File: src/sampler_pkg.sv
// shared constants and types for the delta bit sampler
package sampler_pkg;
	// divide ratio selection codes
	typedef enum logic [1:0] {
		DIV_BY_1 = 2'h0,
		DIV_BY_2 = 2'h1,
		DIV_BY_4 = 2'h3
	} div_sel_type;

	// bipolar output encoding: two opposite-sign states and an idle code
	localparam logic [1:0] BIPOLAR_POS   = 2'h1;
	localparam logic [1:0] BIPOLAR_NEG   = 2'h3;
	localparam logic [1:0] BIPOLAR_IDLE  = 2'h0;
	// overload level codes: low level normal, high level overload
	localparam logic       LEVEL_NORMAL  = 1'h0;
	localparam logic       LEVEL_OVERLOAD = 1'h1;
	// reset values
	localparam logic [2:0] HISTORY_RESET = 3'h0;
	localparam logic [1:0] COUNT_RESET   = 2'h0;
	localparam logic [1:0] FILL_RESET    = 2'h0;
	// sampling clock rate figures (kHz)
	localparam int CLK_KHZ        = 50000;
	localparam int LINK_MAX_KHZ   = 500;
	localparam int LINK_MIN_KHZ   = 1;
	// least high/low time of the fastest incoming clock in system cycles
	localparam int LINK_HALF_CYCLES = CLK_KHZ / (2 * LINK_MAX_KHZ);

	// one sampled word carried through the buffer
	typedef struct packed {
		logic       data_bit;
		logic [1:0] bipolar;
		logic       overload;
	} sample_type;
endpackage

File: src/sample_buffer.sv
// two-entry valid/ready buffer for sampled words
`timescale 1ns/1ns
module sample_buffer
	import sampler_pkg::*;
#(
	parameter int DEPTH = 2
) (
	input  wire logic                    clk,
	input  wire logic                    rst_n,
	input  wire sampler_pkg::sample_type in_word,
	input  wire logic                    in_valid,
	output logic                         in_ready,
	output sampler_pkg::sample_type      out_word,
	output logic                         out_valid,
	input  wire logic                    out_ready
);
	sample_type store_reg [DEPTH];
	logic [1:0] count_reg;
	logic [1:0] count_next;
	logic       rd_ptr_reg;
	logic       wr_ptr_reg;
	wire        push = in_valid && in_ready;
	wire        pop  = out_valid && out_ready;

	// handshakes from fill level
	assign in_ready   = (count_reg != 2'(DEPTH));
	assign out_valid  = (count_reg != 2'h0);
	assign out_word   = store_reg[rd_ptr_reg];
	assign count_next = count_reg + {1'b0, push} - {1'b0, pop};

	// pointers and fill count
	always_ff @(posedge clk) begin
		if (!rst_n) begin
			count_reg  <= FILL_RESET;
			rd_ptr_reg <= 1'b0;
			wr_ptr_reg <= 1'b0;
		end else begin
			count_reg <= count_next;
			if (push) wr_ptr_reg <= ~wr_ptr_reg;
			if (pop) rd_ptr_reg <= ~rd_ptr_reg;
		end
	end

	// storage write
	always_ff @(posedge clk) begin
		if (push) store_reg[wr_ptr_reg] <= in_word;
	end

	a_buffer_no_overfill: assert property (@(posedge clk) disable iff (!rst_n)
		count_reg <= 2'(DEPTH)) else $error("buffer overfilled");
endmodule // sample_buffer

File: src/delta_bit_sampler.sv
// delta bit sampler with clock divider and slope overload detect
`timescale 1ns/1ns
// Functional notes
// capture input each tick, hold until next
// tick from input clock divided 1/2/4
// overload when last three samples equal
// overload output two levels, high means overload
// each bit on logic and bipolar outputs
// handles input clocks up to 500 kHz
// source normally supplies 100 kHz clock
// reset clears history, divider, overload
module delta_bit_sampler
	import sampler_pkg::*;
(
	input  wire logic                     clk,
	input  wire logic                     rst_n,
	input  wire logic                     sample_clk_in,
	input  wire logic                     data_in,
	input  wire sampler_pkg::div_sel_type div_sel,
	output logic                          data_out,
	output logic [1:0]                    bipolar_out,
	output logic                          overload_level,
	output sampler_pkg::sample_type       word_out,
	output logic                          word_valid,
	input  wire logic                     word_ready,
	output logic                          word_dropped
);
	// pins share one vector so that one loop synchronises both
	localparam int PIN_COUNT = 2;
	localparam int PIN_CLK   = 0;
	localparam int PIN_DATA  = 1;
	wire  [PIN_COUNT-1:0] pin_raw = {data_in, sample_clk_in};
	wire  [PIN_COUNT-1:0] pin_sync;
	// divider, history and output flops
	logic                 clk_prev_reg;
	logic [1:0]           div_count_reg;
	logic [2:0]           history_reg;
	logic [1:0]           fill_reg;
	logic                 data_out_reg;
	logic [1:0]           bipolar_reg;
	logic                 overload_reg;
	// buffer handshake and checker helpers
	logic                 tick_valid_reg;
	logic                 dropped_reg;
	logic                 buf_ready;
	logic [1:0]           edge_gap_reg;
	logic                 ticked_reg;

	// two flops per pin; only the second one is read by any logic
	for (genvar pin_index = 0; pin_index < PIN_COUNT; pin_index++) begin : g_pin_sync
		logic meta_reg;
		logic sync_reg;
		always_ff @(posedge clk) begin
			if (!rst_n) begin
				meta_reg <= 1'b0;
				sync_reg <= 1'b0;
			end else begin
				meta_reg <= pin_raw[pin_index];
				sync_reg <= meta_reg;
			end
		end
		assign pin_sync[pin_index] = sync_reg;
	end

	// synchronised pins by name
	wire clk_sync  = pin_sync[PIN_CLK];
	wire data_sync = pin_sync[PIN_DATA];

	// edge detector history; resets to the idle low pin level so no false edge follows reset
	always_ff @(posedge clk) begin
		if (!rst_n) clk_prev_reg <= 1'b0;
		else clk_prev_reg <= clk_sync;
	end

	// true when three history bits all agree; shared by the logic and its checks
	function automatic logic all_same(input logic [2:0] bits);
		return (bits == 3'h7) || (bits == 3'h0);
	endfunction

	// rising edge of incoming clock; at 50 MHz a 500 kHz clock gives 50-cycle halves
	wire        link_edge      = clk_sync && !clk_prev_reg;
	wire [1:0]  div_mask       = div_sel;                   // 0, 1 or 3
	wire        tick           = link_edge && ((div_count_reg & div_mask) == 2'h0);
	wire [2:0]  history_next   = {history_reg[1:0], data_sync};
	wire        all_equal      = all_same(history_next);
	wire        enough_history = (fill_reg >= 2'h2); // third sample onward

	// divider counts incoming edges
	always_ff @(posedge clk) begin
		if (!rst_n) div_count_reg <= COUNT_RESET;
		else if (link_edge) div_count_reg <= div_count_reg + 2'h1;
	end

	// checker helper: incoming edges since the last tick, and whether any tick happened
	always_ff @(posedge clk) begin
		if (!rst_n) begin
			edge_gap_reg <= COUNT_RESET;
			ticked_reg   <= 1'b0;
		end else if (tick) begin
			edge_gap_reg <= COUNT_RESET;
			ticked_reg   <= 1'b1;
		end else if (link_edge) begin
			edge_gap_reg <= edge_gap_reg + 2'h1;
		end
	end

	// next values of the output flops and sample count, decoded from the synchronised bit and the sample history
	wire [1:0]  bipolar_next  = data_sync ? BIPOLAR_POS : BIPOLAR_NEG;
	wire        overload_next = (enough_history && all_equal) ? LEVEL_OVERLOAD : LEVEL_NORMAL;
	wire [1:0]  fill_next     = (fill_reg == 2'h3) ? fill_reg : fill_reg + 2'h1;

	// history and sample count; the count saturates after the third sample
	always_ff @(posedge clk) begin
		if (!rst_n) begin
			history_reg <= HISTORY_RESET;
			fill_reg    <= FILL_RESET;
		end else if (tick) begin
			history_reg <= history_next;
			fill_reg    <= fill_next;
		end
	end

	// output flops change only on a tick and hold in between
	always_ff @(posedge clk) begin
		if (!rst_n) begin
			data_out_reg <= 1'b0;
			bipolar_reg  <= BIPOLAR_IDLE;
			overload_reg <= LEVEL_NORMAL;
		end else if (tick) begin
			data_out_reg <= data_sync;
			bipolar_reg  <= bipolar_next;
			overload_reg <= overload_next;
		end
	end

	// one word per tick into the buffer; lost words are flagged
	always_ff @(posedge clk) begin
		if (!rst_n) begin
			tick_valid_reg <= 1'b0;
			dropped_reg    <= 1'b0;
		end else begin
			tick_valid_reg <= tick;
			dropped_reg    <= tick_valid_reg && !buf_ready;
		end
	end

	sample_buffer #(
		.DEPTH(2)
	) u_buffer (
		.clk      (clk),
		.rst_n    (rst_n),
		.in_word  ({data_out_reg, bipolar_reg, overload_reg}),
		.in_valid (tick_valid_reg),
		.in_ready (buf_ready),
		.out_word (word_out),
		.out_valid(word_valid),
		.out_ready(word_ready)
	);

	// outputs come straight from their flops
	assign data_out       = data_out_reg;
	assign bipolar_out    = bipolar_reg;
	assign overload_level = overload_reg;
	assign word_dropped   = dropped_reg;

	// capture on a tick and hold in between
	a_sample_captured: assert property (@(posedge clk) disable iff (!rst_n)
		tick |=> data_out == $past(data_sync))
		else $error("sample not captured");
	a_data_holds: assert property (@(posedge clk) disable iff (!rst_n)
		!tick |=> $stable(data_out))
		else $error("data changed without tick");

	// divider ratio, first tick and spacing of ticks
	a_div_by_one: assert property (@(posedge clk) disable iff (!rst_n)
		(div_sel == DIV_BY_1 && link_edge) |-> tick)
		else $error("divide by one missed edge");
	a_div_ratio: assert property (@(posedge clk) disable iff (!rst_n)
		(tick && div_sel == DIV_BY_4) |-> div_count_reg == 2'h0)
		else $error("divide ratio wrong");
	a_first_tick: assert property (@(posedge clk) disable iff (!rst_n)
		(link_edge && !ticked_reg) |-> tick)
		else $error("first edge after reset missed");
	a_tick_spacing: assert property (@(posedge clk) disable iff (!rst_n)
		(tick && ticked_reg) |-> edge_gap_reg == div_mask)
		else $error("tick spacing wrong");
	a_tick_not_missed: assert property (@(posedge clk) disable iff (!rst_n)
		(link_edge && ticked_reg && edge_gap_reg == div_mask) |-> tick)
		else $error("tick missed");

	// slope overload from the last three samples
	a_overload_set: assert property (@(posedge clk) disable iff (!rst_n)
		(tick && fill_reg >= 2'h2 && all_same({history_reg[1:0], data_sync})) |=> overload_level == LEVEL_OVERLOAD)
		else $error("overload missed");
	a_overload_clear: assert property (@(posedge clk) disable iff (!rst_n)
		(tick && !all_same({history_reg[1:0], data_sync})) |=> overload_level == LEVEL_NORMAL)
		else $error("overload false");
	a_overload_holds: assert property (@(posedge clk) disable iff (!rst_n)
		!tick |=> $stable(overload_level))
		else $error("overload changed without tick");
	a_no_early_overload: assert property (@(posedge clk) disable iff (!rst_n)
		fill_reg < 2'h3 |-> overload_level == LEVEL_NORMAL)
		else $error("early overload");

	// bipolar form and the buffered word
	a_bipolar_match: assert property (@(posedge clk) disable iff (!rst_n)
		fill_reg != 2'h0 |-> bipolar_out == (data_out ? BIPOLAR_POS : BIPOLAR_NEG))
		else $error("bipolar mismatch");
	a_bipolar_holds: assert property (@(posedge clk) disable iff (!rst_n)
		!tick |=> $stable(bipolar_out))
		else $error("bipolar changed without tick");
	a_word_queued: assert property (@(posedge clk) disable iff (!rst_n)
		(tick_valid_reg && buf_ready) |=> word_valid)
		else $error("sampled word not queued");

	// reset state
	a_reset_quiet: assert property (@(posedge clk)
		!rst_n |=> overload_level == LEVEL_NORMAL && fill_reg == 2'h0 && bipolar_out == BIPOLAR_IDLE && !data_out && !word_valid)
		else $error("reset state wrong");

	// main scenarios
	c_overload_seen: cover property (@(posedge clk) disable iff (!rst_n) $rose(overload_level));
	c_overload_gone: cover property (@(posedge clk) disable iff (!rst_n) $fell(overload_level));
	c_div_two_tick: cover property (@(posedge clk) disable iff (!rst_n) tick && div_sel == DIV_BY_2);
	c_div_four_tick: cover property (@(posedge clk) disable iff (!rst_n) tick && div_sel == DIV_BY_4);
	c_word_drop: cover property (@(posedge clk) disable iff (!rst_n) word_dropped);
endmodule // delta_bit_sampler

File: config.mk
export PLATFORM = sky130hd
export DESIGN_NAME = delta_bit_sampler
export DESIGN_NICKNAME = d
export VERILOG_FILES = /design/src/sampler_pkg.sv /design/src/sample_buffer.sv /design/src/delta_bit_sampler.sv
export SDC_FILE = /design/constraint.sdc
export NUM_CORES = 1
export LEC_CHECK = 0
export BUFFER_PORTS_ARGS = -buffer_cell sky130_fd_sc_hd__buf_2
export CORE_MARGIN = 2
export CORE_UTILIZATION = 58
export DETAILED_ROUTE_END_ITERATION = 7
export PLACE_DENSITY = 0.81
export RECOVER_POWER = 25
export SKIP_LAST_GASP = 1
export SLEW_MARGIN = 25
export SYNTH_ARGS = -nofsm -noshare
export SYNTH_HDL_FRONTEND = slang
export SYNTH_HIERARCHICAL = 1
export SYNTH_SLANG_ARGS = --single-unit
File: constraint.sdc
create_clock -name clk -period 2.3 [get_ports clk]
set_clock_uncertainty 0.05 [all_clocks]
set_input_delay 0.575 -clock clk [delete_from_list [all_inputs] [get_ports clk]]
set_output_delay 0.575 -clock clk [all_outputs]
set_load 0.03 [all_outputs]
Word level (Yosys, flattened, before mapping)
Memory sizes are Yosys's and may differ from the RTL's. A register that Yosys moved wholly into a read port is not among the register bits.
Index checks and enable logic that the tools add are counted.
{"block": "word_totals", "regBits": 21, "latchBits": 0, "ramBits": 8, "mem_bits_ro": 0, "elab_cells": 48, "memories": 1}
{"block": "op_classes", "n_addsub": 4, "mul": 0, "div_mod_pow": 0, "n_lt_le_gt_ge": 1, "n_eq_ne": 3, "n_shift": 0, "n_mux": 6, "bitwise": 4, "reduce_logical": 13}
{"memory": "u_buffer.store_reg", "depth": 2, "width": 4, "rd": 1, "rd_ports_with_merged_regs": 1, "write_ports": 1, "line": "sample_buffer.sv:17", "rtl": "sample_type store_reg [DEPTH];"}
{"operator": "logical AND 1 bit", "count": 6}
{"operator": "two-way mux 1 bit", "count": 5}
{"operator": "adder 2 x 1 -> 2 bit (second input constant)", "count": 2}
{"operator": "== test 3 bit (second input constant)", "count": 1}
{"operator": "zero test 3 bit", "count": 1}
{"operator": "NOT 1 bit", "count": 3}
{"operator": "adder 2 x 1 -> 2 bit", "count": 1}
{"operator": "AND 2 bit", "count": 1}
{"operator": "== test 2 bit (second input constant)", "count": 1}
{"operator": "greater-or-equal comparator 2 bit (second input constant)", "count": 1}
{"operator": "zero test 1 bit", "count": 2}
{"operator": "zero test 2 bit", "count": 1}
{"operator": "two-way mux 2 bit", "count": 1}
{"operator": "inequality test 2 bit (second input constant)", "count": 1}
{"operator": "AND reduction 2 bit", "count": 1}
{"operator": "nonzero test 2 bit", "count": 1}
{"operator": "subtractor 2 x 1 -> 2 bit", "count": 1}
{"operator": "logical OR 1 bit", "count": 1}

Logic depth before layout (Yosys ltp)
{"block": "depth", "ltp_word": 4, "ltp_mapped": 8, "ltp_nobuf": 8}

Hierarchy
Netlist, hierarchy kept.
{"mod": "delta_bit_sampler", "n_inst": 1, "cells_each": 61, "area_per_inst_um2": 648.1}
{"mod": "sample_buffer", "n_inst": 1, "cells_each": 36, "area_per_inst_um2": 520.5}

Worst setup path after synthesis
OpenSTA, ideal clock, no wires.
{"block": "synth_path", "path_kind": "input to register", "from": "input word_ready", "to": "register u_buffer.count_reg[1]", "setup_time_ns": 0.115, "t_arrival_ns": 1.536, "t_required_ns": 2.135, "setup_slack_ns": 0.599, "cell_stages": 7, "path_cell_list": "o21a_2 > ha_1 > inv_1 > ha_1 > xnor2_1 > xnor2_1 > and2_1"}
{"block": "synth_via", "elab_chain_len": 2}
{"item": "start, declared", "line": "delta_bit_sampler.sv:25", "rtl": "input wire logic word_ready,"}
{"item": "logical AND 1 bit", "line": "sample_buffer.sv:23", "rtl": "wire pop = out_valid && out_ready;"}
{"item": "subtractor 2 x 1 -> 2 bit", "line": "sample_buffer.sv:29", "rtl": "assign count_next = count_reg + {1'b0, push} - {1'b0, pop};"}
{"item": "end signal, assigned", "line": "sample_buffer.sv:38", "rtl": "count_reg <= count_next;"}
{"item": "end, declared", "line": "sample_buffer.sv:18", "rtl": "logic [1:0] count_reg;"}
No other way between the ends.
A chain may end at the register's enable or synchronous reset.

==> run summary <==
The share of final-layout standard cells stronger than drive strength 1 is 0.283. The worst ir drop on vdd is 582 uV, and the number of flip-flops in the largest register is 8. The netlist uses 35 different library cells.

The tools report the number of inserted filler cells in the final layout as 157. The number of vias in the routed layout is 757. The run gives 2 as the maximum clock insertion buffer count. The logs give 0.166 for the met1 usage and 130 for the final-stage net count.

The number of cells on the worst reg-to-reg path is 8. TritonCTS built the clock tree. The critical path goes through mux2_2 > buf_2. The actual slew at the worst max-slew pin is 0.602 ns. The placed instances occupy a cell area of 1280 um2.

The number of hold-repair buffers added at the cts stage was 0; the area taken by flip-flops and latches was 661 um2. The path class of the lowest-slack min-delay path was register to register. In this run the static leakage power is 0.548 nW.

The gate family responsible for the most delay along the worst path was flip-flops. The run gives 0 as the initial antenna violation count. The number of vias per cell after detailed routing is 5.15, and the end-of-flow core utilization is 0.690. TritonCTS created 5 clock buffers. Launching element type of the critical path: a register. The repair_antennas step left the layout with diodes totalling 0. In this run the vertical extent of the chip is 48.9 um. The floorplan step defined a die boundary enclosing 2390 um2. For the max-slew violation count, the log shows 0. Critical path's slowest cell: sky130_fd_sc_hd__dfxtp_1. For this run, design rule violations remaining after detail routing come to 0. The tools report the met2 track demand over resource in global routing as 0.297. The most instantiated flip-flop cell in the synthesis netlist is sky130_fd_sc_hd__dfxtp_1. Number of placed cells counting well taps: 139. The setup-violating endpoint count in the final report is 0. The first-iteration detailed-routing DRC count is 7, and the share of total power in combinational logic is 0.239.

The number of buffer and inverter instances along the worst setup path was 1. The mean post-synth cell area came out at 12.0 um2. The cell depth of the worst hold path works out to 1. The run finished with clean final reports. After synthesis the netlist holds a flip-flop and latch count of 29.

The run gives 2910 um as the first-pass GRT wire length. In this run the worst path has a maximum fanout of 4. Excluding fillers, the count of instances in the completed layout stands at 147. The fraction of power consumed by sequential logic is 0.526. Measured along the x axis, the die boundary spans 48.9 um.

Placeable core region: 1920 um2. Post-detailed-route wirelength per cell: 11.7 um. The tree is rooted in a sky130_fd_sc_hd__clkbuf_4. The tools report the worst-case setup slack after placement as 0.414 ns. The total internal power came out at 0.809 mW.

The final hold violation count was 0; the final critical delay including setup and external delays was 1.87 ns. 17 I/O pins were placed. Summed over all nets, the switching power comes to 0.343 mW. The logs give 489 um2 for the area occupied by multi-input gates and 0 for the setup fix buffers added after clock tree synthesis.

The met3 usage was 0.0798. The routed wire length is 1720 um. Share of synthesized area occupied by flip-flops and latches: 0.565. The number of optimization iterations in the first detailed-route pass came out at 4. Synthesis handed over a netlist of 97 instances. Placer congestion estimate: 0.736. Max-cap violations in this run came to 0. The count of port buffers added during placement was 16; the CTS H-tree depth was 2.

Leaving out fill and tap cells, the most frequent cells in the layout are 21 x sky130_fd_sc_hd__dfxtp_1, 15 x sky130_fd_sc_hd__buf_2, 8 x sky130_fd_sc_hd__edfxtp_1, 7 x sky130_fd_sc_hd__nand2_1, 6 x sky130_fd_sc_hd__and2_1. STA classifies the critical path endpoint as an output port. The number of global-route vias before repair was 706; the number of flops mapped to enable cells by yosys was 8. The finished cells cover 1330 um2. The ratio of final minimum period to clock period is 0.815. The Yosys step of the flow raised 6 warnings. Post-route worst hold slack: 0.388 ns.

Leaving out fill and tap cells, the most frequent cell in the layout is sky130_fd_sc_hd__dfxtp_1. The run gives 0.235 as the part of the power in the clock network. The final total power was 1.15 mW; the total nets after synthesis was 108. The area growth from synthesis to layout is 13.5%. The switching power as a share of total power is 0.298, and the power density over the cells is 869 nW/um2.

Starting density of the core: 0.608. The clock-pin slew on the worst setup and hold paths is 0.08 ns. The required time of the critical path was 1.67 ns. For the relative slew slack, the log shows 0.598. The total stage count of the critical path is 2. The delay of the slowest critical-path stage is 0.41 ns. The tools report the cell area after synthesis as 1170 um2. The initialized floorplan defines 16 standard-cell rows.

For this run, the top clock speed supported by timing is 0.534 GHz. Setup repair after global routing left no endpoint under its margin. Critical path start-end classification: register to output port.

For this run the aggregate overflow at the end of global routing stands at 0. The logs give 1.25 ns for the data arrival time of the critical path and 0 for the post-detailed-route count of antenna-violating nets. For the total global routing track utilization, the log shows 0.168.

Across all setup checks in the final design, the least slack found is 0.426 ns. The clock reaches the later pin of the worst-skew pair after 0.32 ns. The post-route setup TNS is 0 ns. For this design, the sink count on the clock tree is 29. The HPWL after detailed placement is 1300 um. Entering global routing, the biggest net connects 18 pins.

The quantity of gates resized following cts came out at 0. The fraction of registers with async set/reset works out to 0. In this run the most used layer during global routing was met2.
power groups by stage:
stage | Sequential (mW) | Clock (mW) | Combinational [mW]
5_1_grt | 0.614 | 0.309 | 0.305
2_1_floorplan | 0.614 | 0 | 0.216
4_1_cts | 0.606 | 0.284 | 0.278
6_report | 0.606 | 0.271 | 0.276
3_3_place_gp | 0.616 | 0 | 0.268
3_5_place_dp | 0.618 | 0 | 0.278
worst paths after layout:
path | startpoint | to | slack (ns)
worst max-delay path | register | word_out[2] | 0.43
worst min-delay path | g_pin_sync[1].meta_reg$_SDFF_PN0_ | data_sync$_SDFF_PN0_ | 0.39
worst max register to register | u_buffer/count_reg[0]$_SDFF_PN0_ | u_buffer/count_reg[1]$_SDFF_PN0_ | 0.55
worst min register to register | g_pin_sync[1].meta_reg$_SDFF_PN0_ | data_sync$_SDFF_PN0_ | 0.39
synth_stat cells (all sizes together) (2+ instances only):
| library cell | count | area share |
|---|---|---|
| a21oi | 3 | 0.013 |
| and2 | 9 | 0.052 |
| dfxtp | 21 | 0.36 |
| edfxtp | 8 | 0.21 |
| ha | 4 | 0.043 |
| inv | 4 | 0.013 |
| mux2 | 4 | 0.039 |
| mux2i | 2 | 0.017 |
| nand2 | 7 | 0.022 |
| nand2b | 3 | 0.018 |
| nand4 | 2 | 0.011 |
| nor2 | 4 | 0.013 |
| nor2b | 2 | 0.011 |
| nor4 | 2 | 0.036 |
| o21a | 2 | 0.014 |
| o31ai | 2 | 0.013 |
| xnor2 | 4 | 0.030 |
cells by family (layout without fill, tap and decap cells):
| kind of cell | after synthesis | after routing | share of synthesized area |
|---|---|---|---|
| muxes | 6 | 6 | 0.0557 |
| AOI/OAI and AO/OA | 11 | 11 | 0.0696 |
| buffers and inverters | 5 | 28 | 0.0161 |
| and+or+nand+nor | 37 | 37 | 0.213 |
| adders and majority gates | 4 | 4 | 0.0428 |
| DFF | 29 | 29 | 0.565 |
| xor gates and xnor gates | 5 | 5 | 0.0375 |
cell type report:
cell class / instances / area share
Clock buffer: 7 / 0.0340
Clock inverter: 1 / 0.00283
Inverter: 4 / 0.0113
Multi-Input combinational cell: 63 / 0.369
Sequential cell: 29 / 0.498
Tap cell: 27 / 0.0255
Timing Repair Buffer: 16 / 0.0594
layer usage:
metal,vias up,wire (um),part of all wire
met5,-,0,0
met4,0,21,0.012
met3,2,121,0.070
met2,23,893,0.52
met1,349,687,0.40
li1,383,-,-
Note: power is estimated with default switching activity, not from simulation.
